==> config.mk <==
export PLATFORM = sky130hd
export DESIGN_NAME = sbio_bridge
export DESIGN_NICKNAME = d
export VERILOG_FILES = /design/src/rtl/sbio_pkg.sv /design/src/rtl/sbio_bridge.sv
export SDC_FILE = /design/constraint.sdc
export NUM_CORES = 1
export LEC_CHECK = 0
export BUFFER_PORTS_ARGS = -buffer_cell sky130_fd_sc_hd__buf_2
export CAP_MARGIN = 15
export CORE_MARGIN = 5
export CORE_UTILIZATION = 50
export CTS_CLUSTER_DIAMETER = 80
export DETAILED_ROUTE_END_ITERATION = 12
export PLACE_DENSITY = 0.7
export SYNTH_ARGS = -nofsm -noshare
export SYNTH_HDL_FRONTEND = slang
export SYNTH_SLANG_ARGS = --single-unit
==> constraint.sdc <==
create_clock -name CLK -period 3.55 [get_ports CLK]
set_clock_uncertainty 0.15 [all_clocks]
set_input_delay 0.71 -clock CLK [delete_from_list [all_inputs] [get_ports CLK]]
set_output_delay 0.71 -clock CLK [all_outputs]
set_load 0.05 [all_outputs]
==> src/rtl/sbio_pkg.sv <==
// Shared constants for the serial bit I/O bridge: serial timing, pin map,
// command codes, reply codes, the start-up banner and the control states.
// Assumes a single 40 MHz system clock.
package sbio_pkg;
	// System clock rate in hertz.
	localparam int CLK_HZ = 40_000_000;
	// Serial link rate in bits per second, and the cycles in one bit.
	localparam int BAUD_BPS = 57600;
	localparam int BIT_CYC = CLK_HZ / BAUD_BPS;
	// Slow and fast status pulse half periods in milliseconds.
	localparam int PULSE_SLOW_MS = 500;
	localparam int PULSE_FAST_MS = 100;
	localparam int PULSE_SLOW_CYC = (CLK_HZ / 1000) * PULSE_SLOW_MS;
	localparam int PULSE_FAST_CYC = (CLK_HZ / 1000) * PULSE_FAST_MS;
	// Least time between two-wire bus edges, in nanoseconds.
	localparam int TW_STEP_NS = 5000;
	localparam int TW_STEP_CYC = (CLK_HZ / 1_000_000) * TW_STEP_NS / 1000;
	// Pin count and the zero-based positions of the special pins.
	localparam int NPINS = 11;
	localparam int PULSE_PIN = 2;
	localparam int SCL_PIN = 9;
	localparam int SDA_PIN = 10;
	// Level register value after reset: only the status pin bit is high.
	localparam logic [10:0] LVL_RESET = 11'h004;
	// Serial frame bit positions: start is 0, stop is 9.
	localparam logic [3:0] FRAME_START = 4'h0;
	localparam logic [3:0] FRAME_STOP = 4'h9;
	// Command opcodes held in the high nibble of the first byte.
	localparam logic [3:0] OP_RD = 4'he;
	localparam logic [3:0] OP_WR = 4'hf;
	// Whole first-byte commands.
	localparam logic [7:0] CMD_TW_START = 8'ha0;
	localparam logic [7:0] CMD_TW_STOP = 8'ha3;
	localparam logic [7:0] CMD_PULSE_EN = 8'hc0;
	localparam logic [7:0] CMD_PULSE_RATE = 8'hc1;
	localparam logic [7:0] CMD_REV = 8'hc2;
	// Reply codes.
	localparam logic [7:0] ACK_TW_START = 8'hb0;
	localparam logic [7:0] ACK_TW_STOP = 8'hb3;
	localparam logic [7:0] ACK_PULSE_EN = 8'hd0;
	localparam logic [7:0] ACK_PULSE_RATE = 8'hd1;
	localparam logic [7:0] ACK_REV = 8'hd2;
	localparam logic [7:0] ACK_WR = 8'hf0;
	localparam logic [7:0] REPLY_ERR = 8'hfa;
	localparam logic [7:0] LVL_LO = 8'h00;
	localparam logic [7:0] LVL_HI = 8'h01;
	// Revision bytes; the values are arbitrary.
	localparam logic [7:0] REV_MAJOR = 8'h01;
	localparam logic [7:0] REV_MINOR = 8'h00;
	// Start-up banner text; the value is arbitrary.
	localparam int BANNER_LEN = 8;
	localparam logic [2:0] BANNER_LAST = 3'(BANNER_LEN - 1);
	localparam logic [7:0] BANNER [0:7] = '{8'h42, 8'h49, 8'h4f, 8'h20,
		8'h76, 8'h31, 8'h2e, 8'h30};
	// Index of the last step of the two-wire sequence.
	localparam logic [1:0] TW_LAST_STEP = 2'h3;
	// Control states.
	typedef enum logic [4:0] {
		SBIO_BANNER = 5'h01,
		SBIO_CMD1 = 5'h02,
		SBIO_CMD2 = 5'h04,
		SBIO_STEP = 5'h08,
		SBIO_REPLY = 5'h10
	} sbio_state_t;
endpackage : sbio_pkg

==> src/rtl/sbio_bridge.sv <==
// Serial bit I/O bridge: serial receiver and transmitter, command decoder,
// eleven pin drivers, status pulse generator and two-wire start and stop.
// Assumes RXD, PIN_IN synchronous to CLK; RST_B follows the host's DTR.
`timescale 1ns/10ps
module sbio_bridge import sbio_pkg::*; #(
	parameter int BIT_CYC_P = BIT_CYC,
	parameter int PULSE_SLOW_P = PULSE_SLOW_CYC,
	parameter int PULSE_FAST_P = PULSE_FAST_CYC
) (
	input wire logic CLK,
	input wire logic RST_B,
	input wire logic RXD,
	output logic TXD,
	input wire logic [10:0] PIN_IN,
	output logic [10:0] PIN_OUT,
	output logic [10:0] PIN_OE
);
	// Cycle reloads for one bit and for half a bit.
	localparam logic [15:0] BIT_M1 = 16'(BIT_CYC_P - 1);
	localparam logic [15:0] HALF_M1 = 16'(BIT_CYC_P / 2 - 1);

	// Tells whether a pin address names one of the eleven pins.
	function automatic logic pin_ok(input logic [3:0] a);
		pin_ok = (a != 4'h0) && (a <= 4'(NPINS));
	endfunction : pin_ok

	// Receiver state: busy flag, cycle count, frame bit, shift register.
	logic rx_busy_reg, rx_busy_next;
	logic [15:0] rx_cnt_reg, rx_cnt_next;
	logic [3:0] rx_bit_reg, rx_bit_next;
	logic [7:0] rx_sh_reg, rx_sh_next;
	logic rx_valid_reg, rx_valid_next;
	// Transmitter state and the line level it drives.
	logic tx_busy_reg, tx_busy_next;
	logic [15:0] tx_cnt_reg, tx_cnt_next;
	logic [3:0] tx_bit_reg, tx_bit_next;
	logic [9:0] tx_sh_reg, tx_sh_next;
	logic txd_reg, txd_next;
	// Load strobe and byte from the control logic.
	logic tx_go;
	logic [7:0] tx_data;
	// Status pulse state.
	logic [25:0] pls_cnt_reg, pls_cnt_next;
	logic pls_lvl_reg, pls_lvl_next;
	// Control state: FSM, indices, command, replies, pin settings.
	sbio_state_t state_reg, state_next;
	logic [2:0] idx_reg, idx_next;
	logic [7:0] cmd_reg, cmd_next;
	logic [2:0][7:0] resp_reg, resp_next;
	logic [2:0] rlast_reg, rlast_next;
	logic pulse_en_reg, pulse_en_next;
	logic pulse_fast_reg, pulse_fast_next;
	logic [10:0] lvl_reg, lvl_next;
	logic [10:0] drv_reg, drv_next;
	logic tw_mode_reg, tw_mode_next;
	logic tw_scl_reg, tw_scl_next;
	logic tw_sda_reg, tw_sda_next;
	logic [1:0] step_reg, step_next;
	logic [15:0] step_cnt_reg, step_cnt_next;
	// Level of the pin that the current command addresses.
	logic rd_bit;
	logic [3:0] pin_idx;

	assign pin_idx = cmd_reg[3:0] - 4'h1;
	assign rd_bit = PIN_IN[pin_idx];
	assign TXD = txd_reg;

	// serial bit timing
	// Receiver: 8N1 frames, each bit sampled in its middle.
	always_comb begin
		rx_busy_next = rx_busy_reg;
		rx_cnt_next = rx_cnt_reg;
		rx_bit_next = rx_bit_reg;
		rx_sh_next = rx_sh_reg;
		rx_valid_next = 1'b0;
		if (!rx_busy_reg) begin
			// A low line begins a frame.
			if (!RXD) begin
				rx_busy_next = 1'b1;
				rx_cnt_next = HALF_M1;
				rx_bit_next = FRAME_START;
			end
		end else if (rx_cnt_reg != 16'h0000) begin
			rx_cnt_next = rx_cnt_reg - 16'h0001;
		end else begin
			rx_cnt_next = BIT_M1;
			rx_bit_next = rx_bit_reg + 4'h1;
			if (rx_bit_reg == FRAME_START) begin
				// A glitch that is high again at mid bit is dropped.
				rx_busy_next = !RXD;
			end else if (rx_bit_reg == FRAME_STOP) begin
				// A frame without a valid stop bit is discarded.
				rx_busy_next = 1'b0;
				rx_valid_next = RXD;
			end else begin
				rx_sh_next = {RXD, rx_sh_reg[7:1]};
			end
		end
	end

	// serial bit timing
	// Transmitter: start bit, eight data bits LSB first, stop bit.
	always_comb begin
		tx_busy_next = tx_busy_reg;
		tx_cnt_next = tx_cnt_reg;
		tx_bit_next = tx_bit_reg;
		tx_sh_next = tx_sh_reg;
		txd_next = txd_reg;
		if (tx_go) begin
			tx_busy_next = 1'b1;
			tx_sh_next = {1'b1, tx_data, 1'b0};
			tx_cnt_next = BIT_M1;
			tx_bit_next = FRAME_START;
			txd_next = 1'b0;
		end else if (tx_busy_reg) begin
			if (tx_cnt_reg != 16'h0000) begin
				tx_cnt_next = tx_cnt_reg - 16'h0001;
			end else if (tx_bit_reg == FRAME_STOP) begin
				tx_busy_next = 1'b0;
				txd_next = 1'b1;
			end else begin
				tx_sh_next = {1'b1, tx_sh_reg[9:1]};
				txd_next = tx_sh_reg[1];
				tx_bit_next = tx_bit_reg + 4'h1;
				tx_cnt_next = BIT_M1;
			end
		end
	end

	// Status pulse: half period counter that toggles the pulse level.
	always_comb begin
		pls_cnt_next = pls_cnt_reg - 26'h1;
		pls_lvl_next = pls_lvl_reg;
		if (pls_cnt_reg == 26'h0) begin
			pls_lvl_next = !pls_lvl_reg;
			pls_cnt_next = pulse_fast_reg ? 26'(PULSE_FAST_P - 1) :
				26'(PULSE_SLOW_P - 1);
		end
	end

	// Control: banner, command bytes, execution, replies.
	always_comb begin
		state_next = state_reg;
		idx_next = idx_reg;
		cmd_next = cmd_reg;
		resp_next = resp_reg;
		rlast_next = rlast_reg;
		pulse_en_next = pulse_en_reg;
		pulse_fast_next = pulse_fast_reg;
		lvl_next = lvl_reg;
		drv_next = drv_reg;
		tw_mode_next = tw_mode_reg;
		tw_scl_next = tw_scl_reg;
		tw_sda_next = tw_sda_reg;
		step_next = step_reg;
		step_cnt_next = step_cnt_reg;
		tx_go = 1'b0;
		tx_data = resp_reg[idx_reg[1:0]];
		unique case (state_reg)
			SBIO_BANNER: begin
				tx_data = BANNER[idx_reg];
				tx_go = !tx_busy_reg;
				if (tx_go) begin
					idx_next = idx_reg + 3'h1;
					if (idx_reg == BANNER_LAST) begin
						state_next = SBIO_CMD1;
					end
				end
			end
			SBIO_CMD1: begin
				// First byte selects the command.
				if (rx_valid_reg) begin
					cmd_next = rx_sh_reg;
					state_next = SBIO_CMD2;
				end
			end
			SBIO_CMD2: begin
				if (rx_valid_reg) begin
					state_next = SBIO_REPLY;
					idx_next = 3'h0;
					rlast_next = 3'h0;
					resp_next[0] = REPLY_ERR;
					if (cmd_reg == CMD_PULSE_EN &&
						rx_sh_reg[7:1] == 7'h00) begin
						pulse_en_next = rx_sh_reg[0];
						resp_next[0] = ACK_PULSE_EN;
					end else if (cmd_reg == CMD_PULSE_RATE &&
						rx_sh_reg[7:1] == 7'h00) begin
						pulse_fast_next = rx_sh_reg[0];
						resp_next[0] = ACK_PULSE_RATE;
					end else if (cmd_reg == CMD_REV) begin
						resp_next = {ACK_REV, REV_MINOR, REV_MAJOR};
						rlast_next = 3'h2;
					end else if (cmd_reg == CMD_TW_START ||
						(cmd_reg == CMD_TW_STOP && tw_mode_reg)) begin
						tw_mode_next = 1'b1;
						state_next = SBIO_STEP;
						step_next = 2'h0;
						step_cnt_next = 16'(TW_STEP_CYC - 1);
						resp_next[0] = (cmd_reg == CMD_TW_START) ?
							ACK_TW_START : ACK_TW_STOP;
					end else if (cmd_reg[7:4] == OP_RD &&
						pin_ok(cmd_reg[3:0])) begin
						resp_next[0] = rd_bit ? LVL_HI : LVL_LO;
					end else if (cmd_reg[7:4] == OP_WR &&
						pin_ok(cmd_reg[3:0]) &&
						rx_sh_reg[7:1] == 7'h00) begin
						lvl_next[pin_idx] = rx_sh_reg[0];
						drv_next[pin_idx] = 1'b1;
						resp_next[0] = ACK_WR;
					end
				end
			end
			SBIO_STEP: begin
				// At most one bus edge each step time, four steps in all.
				if (step_cnt_reg != 16'h0000) begin
					step_cnt_next = step_cnt_reg - 16'h0001;
				end else begin
					step_cnt_next = 16'(TW_STEP_CYC - 1);
					step_next = step_reg + 2'h1;
					if (cmd_reg == CMD_TW_START) begin
						// Release both, then data falls before clock.
						unique case (step_reg)
							2'h0: tw_sda_next = 1'b1;
							2'h1: tw_scl_next = 1'b1;
							2'h2: tw_sda_next = 1'b0;
							2'h3: tw_scl_next = 1'b0;
						endcase
					end else begin
						// Data low, clock up, then data rises.
						unique case (step_reg)
							2'h0: tw_sda_next = 1'b0;
							2'h1: tw_scl_next = 1'b1;
							2'h2: tw_sda_next = 1'b1;
							2'h3: tw_sda_next = 1'b1;
						endcase
					end
					if (step_reg == TW_LAST_STEP) begin
						state_next = SBIO_REPLY;
					end
				end
			end
			SBIO_REPLY: begin
				tx_go = !tx_busy_reg;
				if (tx_go) begin
					idx_next = idx_reg + 3'h1;
					if (idx_reg == rlast_reg) begin
						state_next = SBIO_CMD1;
					end
				end
			end
		endcase
	end

	// Pin drivers.
	always_comb begin
		for (int i = 0; i < NPINS; i++) begin
			if (i == PULSE_PIN) begin
				PIN_OUT[i] = 1'b0;
				PIN_OE[i] = pulse_en_reg ? !pls_lvl_reg : !lvl_reg[i];
			end else if (tw_mode_reg && (i == SCL_PIN || i == SDA_PIN)) begin
				PIN_OUT[i] = 1'b0;
				PIN_OE[i] = (i == SCL_PIN) ? !tw_scl_reg : !tw_sda_reg;
			end else begin
				PIN_OUT[i] = lvl_reg[i];
				PIN_OE[i] = drv_reg[i];
			end
		end
	end

	// Registers; release of the DTR reset starts the banner.
	always_ff @(posedge CLK or negedge RST_B) begin
		if (!RST_B) begin
			rx_busy_reg <= 1'b0;
			rx_cnt_reg <= 16'h0000;
			rx_bit_reg <= 4'h0;
			rx_sh_reg <= 8'h00;
			rx_valid_reg <= 1'b0;
			tx_busy_reg <= 1'b0;
			tx_cnt_reg <= 16'h0000;
			tx_bit_reg <= 4'h0;
			tx_sh_reg <= 10'h3ff;
			txd_reg <= 1'b1;
			pls_cnt_reg <= 26'h0;
			pls_lvl_reg <= 1'b0;
			state_reg <= SBIO_BANNER;
			idx_reg <= 3'h0;
			cmd_reg <= 8'h00;
			resp_reg <= '0;
			rlast_reg <= 3'h0;
			pulse_en_reg <= 1'b1;
			pulse_fast_reg <= 1'b0;
			lvl_reg <= LVL_RESET;
			drv_reg <= 11'h000;
			tw_mode_reg <= 1'b0;
			tw_scl_reg <= 1'b1;
			tw_sda_reg <= 1'b1;
			step_reg <= 2'h0;
			step_cnt_reg <= 16'h0000;
		end else begin
			rx_busy_reg <= rx_busy_next;
			rx_cnt_reg <= rx_cnt_next;
			rx_bit_reg <= rx_bit_next;
			rx_sh_reg <= rx_sh_next;
			rx_valid_reg <= rx_valid_next;
			tx_busy_reg <= tx_busy_next;
			tx_cnt_reg <= tx_cnt_next;
			tx_bit_reg <= tx_bit_next;
			tx_sh_reg <= tx_sh_next;
			txd_reg <= txd_next;
			pls_cnt_reg <= pls_cnt_next;
			pls_lvl_reg <= pls_lvl_next;
			state_reg <= state_next;
			idx_reg <= idx_next;
			cmd_reg <= cmd_next;
			resp_reg <= resp_next;
			rlast_reg <= rlast_next;
			pulse_en_reg <= pulse_en_next;
			pulse_fast_reg <= pulse_fast_next;
			lvl_reg <= lvl_next;
			drv_reg <= drv_next;
			tw_mode_reg <= tw_mode_next;
			tw_scl_reg <= tw_scl_next;
			tw_sda_reg <= tw_sda_next;
			step_reg <= step_next;
			step_cnt_reg <= step_cnt_next;
		end
	end

	// Checks on the behaviour above.
	chk_banner_first: assert property (@(posedge CLK) disable iff (!RST_B)
		$rose(RST_B) |-> state_reg == SBIO_BANNER && tx_go)
		else $error("banner not started after reset");
	chk_inputs_reset: assert property (@(posedge CLK) disable iff (!RST_B)
		$rose(RST_B) |-> PIN_OE == {8'h00, !pls_lvl_reg, 2'h0})
		else $error("pins not inputs after reset");
	chk_pulse_default: assert property (@(posedge CLK) disable iff (!RST_B)
		$rose(RST_B) |-> pulse_en_reg && !pulse_fast_reg)
		else $error("pulse not slow and on after reset");
	chk_pulse_toggle: assert property (@(posedge CLK) disable iff (!RST_B)
		pls_cnt_reg == 26'h0 |=> pls_lvl_reg != $past(pls_lvl_reg) &&
		pls_cnt_reg == 26'(($past(pulse_fast_reg) ? PULSE_FAST_P :
		PULSE_SLOW_P) - 1))
		else $error("pulse did not toggle or reload");
	chk_status_pull: assert property (@(posedge CLK) disable iff (!RST_B)
		!pulse_en_reg && !lvl_reg[PULSE_PIN] |-> PIN_OE[PULSE_PIN] &&
		!PIN_OUT[PULSE_PIN])
		else $error("status pin not pulled down");
	chk_start_bit: assert property (@(posedge CLK) disable iff (!RST_B)
		$rose(tx_busy_reg) |-> !TXD [*8])
		else $error("start bit too short");
	chk_error_reply: assert property (@(posedge CLK) disable iff (!RST_B)
		state_reg == SBIO_CMD2 && rx_valid_reg && cmd_reg[7:4] == OP_RD &&
		!pin_ok(cmd_reg[3:0]) |=> resp_reg[0] == REPLY_ERR &&
		state_reg == SBIO_REPLY)
		else $error("invalid read not refused");
	chk_read_reply: assert property (@(posedge CLK) disable iff (!RST_B)
		state_reg == SBIO_CMD2 && rx_valid_reg && cmd_reg[7:4] == OP_RD &&
		pin_ok(cmd_reg[3:0]) |=> resp_reg[0] == {7'h00, $past(rd_bit)})
		else $error("pin read reply wrong");
	chk_write_ack: assert property (@(posedge CLK) disable iff (!RST_B)
		state_reg == SBIO_CMD2 && rx_valid_reg && cmd_reg[7:4] == OP_WR &&
		pin_ok(cmd_reg[3:0]) && rx_sh_reg == LVL_HI |=>
		resp_reg[0] == ACK_WR && lvl_reg[pin_idx])
		else $error("pin write not applied");
	chk_tw_drain: assert property (@(posedge CLK) disable iff (!RST_B)
		tw_mode_reg |-> !PIN_OUT[SCL_PIN] && !PIN_OUT[SDA_PIN])
		else $error("two-wire line driven high");
endmodule : sbio_bridge

## Word level (Yosys, flattened, before mapping)

Memory sizes are Yosys's and may differ from the RTL's.
Cells that the tools add are included.

- Flip-flop bits (word level): 162
- Latch bits: 0
- RAM bits: 0
- Memory bits (read-only): 64
- Bits of input ports: 14
- Output and inout port bits: 23
- Logic and storage cells: 240
- Memories kept: 1

- $add $sub $neg: 9
- Multiply operators: 0
- Div/mod/pow operators: 0
- Order comparisons: 5
- Equality and inequality tests: 38
- Shift-type cells: 0
- Muxes and demuxes: 100
- Bitwise logic cells: 11
- Reduce and logical (&&, ||, !) cells: 49

Memories:

| memory | depth | bits a word | read ports | clocked after Yosys merged registers in | write ports | RTL line | source |
|---|---|---|---|---|---|---|---|
| (name not given) | 8 | 8 | 1 | 0 | 0 | sbio_bridge.sv:161 | `tx_data = BANNER[idx_reg];` |

Operator list:

| cell | number |
|---|---|
| 2-to-1 mux 16 bit | 13 |
| 2-to-1 mux 8 bit | 9 |
| 2-to-1 mux 5 bit | 12 |
| nonzero test 16 bit | 3 |
| subtractor 16 x 1 -> 16 bit, second input constant | 3 |
| equality test 8 bit, second input constant | 5 |
| 2-to-1 mux 10 bit | 4 |
| 2-to-1 mux 4 bit | 8 |
| != test 2 bit, second input constant | 16 |
| one-hot mux 16 bit (2 select lines) | 1 |
| 2-to-1 mux 1 bit | 29 |
| logical NOT 26 bit | 1 |
| 2-to-1 mux 26 bit | 1 |
| subtractor 26 x 1 -> 26 bit, second input constant | 1 |
| 2-to-1 mux 25 bit | 1 |
| one-hot mux 5 bit (5 select lines) | 1 |
| 2-to-1 mux 2 bit | 10 |
| binary-select mux 8 bit (select 2 bit) | 1 |
| equality test 4 bit, second input constant | 4 |
| AND reduction 4 bit | 4 |
| AND reduction 8 bit | 2 |
| AND reduction 6 bit | 2 |
| bitwise mux 11 bit | 1 |
| bitwise OR 11 bit | 1 |
| 43 further kinds | 79 |

## Logic depth before layout (Yosys ltp)

Gate-level depths: netlist of the first run.

- Depth in word-level cells: 10
- Depth in mapped cells: 10
- Gate-level depth less buffers: 7

## Worst setup path after synthesis of the first run

OpenSTA, ideal clock, no wires.

- Kind: reg-to-reg
- Start: register cmd_reg[0]
- End: register resp_reg[0] (netlist name)
- Setup time: 0.104 ns
- Arrival: 2.359 ns
- Required time: 3.296 ns
- Setup slack: 0.937 ns
- Cell stages (with the launch flop): 9
- Path buffers: 1
- Clock period less this slack: 2.613 ns
- Cells stage by stage: dfrtp_1 > clkbuf_1 > inv_1 > ha_1 > nor3b_1 > a211o_1 > or4b_1 > a221o_1 > o311ai_1

- Word-level cells in the longest chain between the ends: 9

RTL lines:

| what | RTL line | source |
|---|---|---|
| start: declaration | sbio_bridge.sv:48 | `logic [7:0] cmd_reg, cmd_next;` |
| start signal: assignment | sbio_bridge.sv:315 | `cmd_reg <= cmd_next;` |
| subtractor 4 x 1 -> 4 bit | sbio_bridge.sv:64 | `assign pin_idx = cmd_reg[3:0] - 4'h1;` |
| binary-select mux 1 bit (select 4 bit) | sbio_bridge.sv:65 | `assign rd_bit = PIN_IN[pin_idx];` |
| 2-to-1 mux 1 bit (not written as such) | sbio_bridge.sv:65 |  |
| 2-to-1 mux 1 bit | sbio_bridge.sv:204 | `resp_next[0] = rd_bit ? LVL_HI : LVL_LO;` |
| 2-to-1 mux 8 bit | sbio_bridge.sv:202 | `end else if (cmd_reg[7:4] == OP_RD &&` |
| 2-to-1 mux 8 bit | sbio_bridge.sv:194 | `end else if (cmd_reg == CMD_TW_START \|\|` |
| 2-to-1 mux 8 bit | sbio_bridge.sv:191 | `end else if (cmd_reg == CMD_REV) begin` |
| 2-to-1 mux 8 bit | sbio_bridge.sv:187 | `end else if (cmd_reg == CMD_PULSE_RATE &&` |
| 2-to-1 mux 8 bit * | sbio_bridge.sv:183 | `if (cmd_reg == CMD_PULSE_EN &&` |
| end signal: assignment | sbio_bridge.sv:316 | `resp_reg <= resp_next;` |
| end: declaration | sbio_bridge.sv:49 | `logic [2:0][7:0] resp_reg, resp_next;` |

Every way passes the cells marked *; elsewhere a longest branch is shown, timed or not. The select of a mux whose other input is x is not followed.
A chain may end at the register's enable or synchronous reset.

## Worst setup path after layout of the first run

- Start: register cmd_reg[1]
- End: register lvl_reg[3]

- Word-level cells in the longest chain between the ends: 6

RTL lines:

| what | RTL line | source |
|---|---|---|
| subtractor 4 x 1 -> 4 bit | sbio_bridge.sv:64 |  |
| < comparator 4 x 5 -> 1 bit (not written as such) / >= comparator 4 x 1 -> 1 bit (equally long branches) | sbio_bridge.sv:208 | `lvl_next[pin_idx] = rx_sh_reg[0];` |
| logical AND 1 bit (not written as such) | sbio_bridge.sv:208 |  |
| 2-to-1 mux 1 bit (not written as such) | sbio_bridge.sv:208 |  |
| demux 1 bit (select 4 bit) | sbio_bridge.sv:208 |  |
| bitwise mux 11 bit | sbio_bridge.sv:208 |  |
| end signal: assignment | sbio_bridge.sv:320 | `lvl_reg <= lvl_next;` |
| end: declaration | sbio_bridge.sv:53 | `logic [10:0] lvl_reg, lvl_next;` |

Several ways; a longest one is shown, not always the timed one.

==> metrics.txt, run 1 <==
status=complete, no violations; RePlAce Congestion=0.789; Detail Route Antenna Nets=0; sequential cell area fraction in the yosys report=45.3%; Crit Path Max Fanout=13; Syn Nets=between 800 and 900; largest net degree at the start of global routing=slightly below 70; Hold Path Class=in -> async; Placed Area=0.00885 mm^2; All-Layer GR Usage=between 10% and 20%; Register Area=0.00390 mm^2; post-CTS resize count=0; Main synth FF type=dfrtp_1; Achievable Freq=344 MHz; max FFs per register=26; setup bufs post-CTS=0; setup_tns=0 ps; Post-synth EDFFs=0; fin crit period=2900 ps; I/O pins=37; total CTS buffers=17; Startpoint Class=register; first-pass GRT wire length=31.0 mm; Synth warnings=0; routed vias=around 6300; Core Area=0.0171 mm^2; layout cell share with drive strength beyond 1=16.8%; top cell types by occurrence after synthesis=141 x dfrtp_1, 71 x nand2_1, 56 x nor2_1; multi-input logic area=0.00428 mm^2; # rows=48; Avg Synthesized Cell Area=10.1 um^2; Worst EP required=3720 ps; drt wl/cell=15.7 um; First-pass DRT Iterations=4; Final Hold Fails=0; final wirelength=17.3 mm; Slew @ Worst Pin=904 ps; count leader, synth=dfrtp_1; die area=0.0199 mm^2; clock sink count=155; P_leak=between 4 and 5 nW; RSZ-0062 raised after global routing=false; H-tree Lvls=4; Final Max Tran Viols=0; area grow syn2layout=10.1%; Final setup violation count=0; FF+latch count, synth=155; port bufs=35; Initial Util=about half; Nets=910; fin crit share=81.8%; root buffer cell=clkbuf_16; worst skew pair latency=430 ps; final cell count without fillers=approximately 1100; DRC violations left=0; worst setup path category=reg -> reg; die width=~140 um; async set-reset flop share out of synthesis=100%; Synth cell types=89; Clock Tree Buf Depth=2; pwr dens=395 mW/mm^2; Synth area leader=dfrtp_1; global route total overflow=0; Cells after DPL=1072; ranking of synthesized cells by area=dfrtp_1 41%, ha_1 4.4%, dfstp_2 4.3%; initial antenna violation count=0; total power=~3.7 mW; post-route cell area=0.00947 mm^2; clk slew on worst S/H paths=60 ps; CTS tree=yes; Post-Syn Instances=854; ANT cells=0; # hold bufs at CTS=0; max_cap viols=0; Synth top area share=41.0%; Vias/cell=between 5 and 6; mapped cell area=around 0.0086 mm^2; number of fill cells=1506; Slew HR=39.4%; vias in the first global route=roughly 6500; final core occ=a little under three fifths; DP Wirelength=12.0 mm; maximum vdd drop=339 uV; DR iter-0 viols=253; die height=141 um; arrival time worst endpoint=3070 ps; CP endpoint kind=register
[routing by layer]
layer,up-vias,share of wire (%),GRT usage [%]
met5,-,0,0
met4,0,1.7,6.58
met3,27,2.7,3.49
met2,104,47,29.5
met1,3093,48,26.0
li1,3121,-,-
[through the flow]
step	hold WS (ps)	setup WS [ps]
floorplan	264	937
global placement	300	746
detailed placement	297	665
CTS	159	646
global route	188	451
finish	105	646
[critical path, stage by stage, from the launching register on]
cell and delay (ps):
dfrtp_1 450, inv_1 150, ha_1 410, inv_1 150, or3_1 400, a2111oi_2 620, nand2_1 160, mux2_2 300
[path summary, 6_finish.rpt]
| check | cells after the start | endpoint | start | slack [ps] |
|---|---|---|---|---|
| hold / removal | 1 | pls_cnt_reg[4] | RST_B | 100 |
| min in group CLK | 1 | drv_reg[7] | drv_reg[7] | 310 |
| hold reg to reg | 1 | drv_reg[7] | drv_reg[7] | 310 |
| setup reg to reg | 7 | lvl_reg[3] | cmd_reg[1] | 650 |
| setup / recovery | 7 | lvl_reg[3] | cmd_reg[1] | 650 |
| max in group asynchronous | 2 | pulse_en_reg | RST_B | 2230 |
[logic make-up after synthesis]
group,Yosys count,synth area share (%)
compound gates,188,14.7
xor+xnor,34,3.55
fa+ha+maj,30,4.36
buf+inv,85,5.02
flops,155,45.3
mux,48,6.38
other cells,1,0.0436
simple gates,313,20.6
[placed cells by master (no fill, tap or decap), drive strengths merged, types with 5 or more instances in the layout]
cell,count
or4,16
ha,30
mux2,35
nor4,19
nand2b,14
a31oi,18
nor3b,6
o31ai,9
xnor2,22
nand2,73
clkbuf,19
nand3,18
dfstp,14
buf,45
dfrtp,141
nor2,58
a21o,7
a21oi,40
a211oi,7
o21ai,49
or3,15
xor2,12
nor3,38
nand4,7
nor2b,7
nand3b,5
or2,8
mux2i,11
and3,7
inv,36
a22o,9
[final cells by class]
class	instances	share of cell area, %
clock buffers	19	4.57
clock inverters	13	2.02
inverters	33	1.31
multi-input cells	614	45.1
flip-flops and latches	155	41.1
well taps	225	2.97
repair buffers	45	2.84
[power by group]
group	internal, mW	total (mW)	switching (mW)
Clock	1.18	1.92	0.737
Combinational	0.0107	0.0510	0.0402
Sequential	1.77	1.77	0
(Power assumes the default switching activity.)
==> run 2: changes to the inputs <==
- PLACE_DENSITY: 0.7 -> 0.72
- clock period: 3.55 -> 2.6 ns (I/O delays scaled with it)
==> run 2 against run 1 <==
Against the previous run:
- first-iteration DRC count grew 67%
- worst hold slack better by 180 ps
- flip-flop and latch count unchanged
- critical endpoint is now cmd_reg[0]
==> metrics.txt, run 2 (same netlist as run 1, synthesis figures left out) <==
initial antenna violation count=0; clock sink count=155; All-Layer GR Usage=between 10% and 20%; combinational share of power=1.5%; Clock Tree Buf Depth=2; Switching Fraction=between 20% and 30%; CP delay by family, top=simple AND/OR/NAND/NOR gates; Slew HR=38.5%; DR WL met3=561 um; NetSw=1.21 mW; final wirelength=17.9 mm; met2 routed WL=8.52 mm; largest net degree at the start of global routing=a little under 60; Cells after DPL=roughly 1100; maximum vdd drop=510 uV; pwr dens=521 mW/mm^2; CP endpoint kind=register; DRC violations left=0; P_leak=4.43 nW; fin crit share=between 90% and 100%; setup_tns=0 ps; Final Hold Fails=0; clock power share=50.6%; global route total overflow=0; Seq pwr share=between 40% and 50%; Nets=932; DP Wirelength=between 10 and 15 mm; Worst EP required=2770 ps; Startpoint Class=register; port bufs=35; Achievable Freq=414 MHz; fin crit period=2420 ps; root buffer cell=clkbuf_16; hold endpoint=rx_valid_reg; Crit-path slowest cell=or4_1; drt wl/cell=between 15 and 20 um; Final Max Tran Viols=0; Detail Route Antenna Nets=0; multi-input logic area=0.00430 mm^2; Hold Path Class=in -> reg; worst hold stages=3; max FFs per register=26; CP startpoint=state_reg[3]; worst reg2reg startpoint=state_reg[3]; die height=about 140 um; first-pass GRT wire length=slightly above 30 mm; Core Area=0.0171 mm^2; Final setup violation count=0; final cell count without fillers=about 1100; clk slew on worst S/H paths=70 ps; setup bufs post-CTS=0; vias in the first global route=6266; ANT cells=0; Max Used Layer=met4; CTS tree=yes; Crit Path Max Fanout=9; First-pass DRT Iterations=5; R2R depth=6; area grow syn2layout=12.3%; worst skew pair latency=430 ps; I/O pins=37; Initial Util=50.3%; Power Internal=3.82 mW; Reg2Reg Capture Point=cmd_reg[0]; total CTS buffers=17; most common cell after layout, fill and taps aside=dfrtp_1; Slew @ Worst Pin=about 900 ps; Vias/cell=slightly below 6; R2R setup slack=180 ps; DR iter-0 viols=about 420; die width=141 um; Crit path largest cell delay=560 ps; RSZ-0062 raised after global routing=false; H-tree Lvls=4; hold_sp=RXD; arrival time worst endpoint=2580 ps; routed vias=6515; # rows=48; RePlAce Congestion=0.840; die area=0.0199 mm^2; worst path bufs/invs=1; M1 wire length=8.63 mm; layout cell share with drive strength beyond 1=19.2%; max_cap viols=0; number of fill cells=1475; Register Area=0.00390 mm^2; status=complete, no violations; worst path cell trace=or2_1 -> or4_1 -> o2111ai_2 -> nor3_4 -> buf_4 -> mux2_1; commonest cells after routing, fill and taps aside=141 x dfrtp_1, 71 x nand2_1, 56 x nor2_1, 46 x o21ai_0, 40 x a21oi_1; worst setup path category=reg -> reg
[run 2: area by class of cell]
cell class              instances  share of cell area, %
inverters                      33                   1.28
multi-input cells             614                   44.5
repair buffers                 67                   4.65
flip-flops and latches        155                   40.3
clock buffers                  17                   4.40
clock inverters                15                   1.93
well taps                     225                   2.91
[run 2: worst register-to-register path, stage by stage (launching register included)]
cell	delay [ps]
dfrtp_1	490
or2_1	300
or4_1	560
o2111ai_2	200
nor3_4	70
buf_4	190
mux2_1	330
[run 2: stage by stage]
step	power, mW	hold WS (ps)	area [um^2]	utilization [%]	worst slack (ps)
6_report	5.03	289	9660	56.4	182
5_1_grt	5.21	276	9660	56.4	69.1
4_1_cts	5.09	274	9640	56.3	85.0
3_5_place_dp	2.53	301	9020	52.7	122
3_3_place_gp	2.53	298	9020	52.7	167
2_1_floorplan	2.47	74.4	8600	-	111
[run 2: how the worst max path moves through the flow]
stage	to	slack, ps	depth (start not counted)
2_1_floorplan	resp_reg[0]	110	8
3_3_place_gp	rx_sh_reg[1]	170	7
3_5_place_dp	rx_sh_reg[5]	120	7
4_1_cts	rx_sh_reg[3]	80	7
5_1_grt	tx_cnt_reg[1]	70	7
6_report	cmd_reg[0]	180	6
[run 2: per-layer routing]
| layer | GRT usage, % | vias up |
|---|---|---|
| met2 | 29.8 | 117 |
| met1 | 26.8 | 3217 |
| met3 | 3.97 | 18 |
| li1 | - | 3163 |
| met5 | 0 | - |
| met4 | 4.79 | 0 |
[run 2: power groups by stage]
stage          registers [mW]  logic [mW]  clock network, mW
6_report                 2.41      0.0735               2.54
5_1_grt                  2.41      0.0870               2.71
4_1_cts                  2.41      0.0784               2.60
3_5_place_dp             2.46      0.0770                  0
3_3_place_gp             2.46      0.0766                  0
2_1_floorplan            2.46     0.00974                  0
[run 2: repair_timing]
item / 4_1_cts / 5_1_grt
endpoints found under the setup margin: 0 / 18
hold endpoints to repair: 47 / 0
resized for setup: 0 / 5
hold buffers: 1 / 0
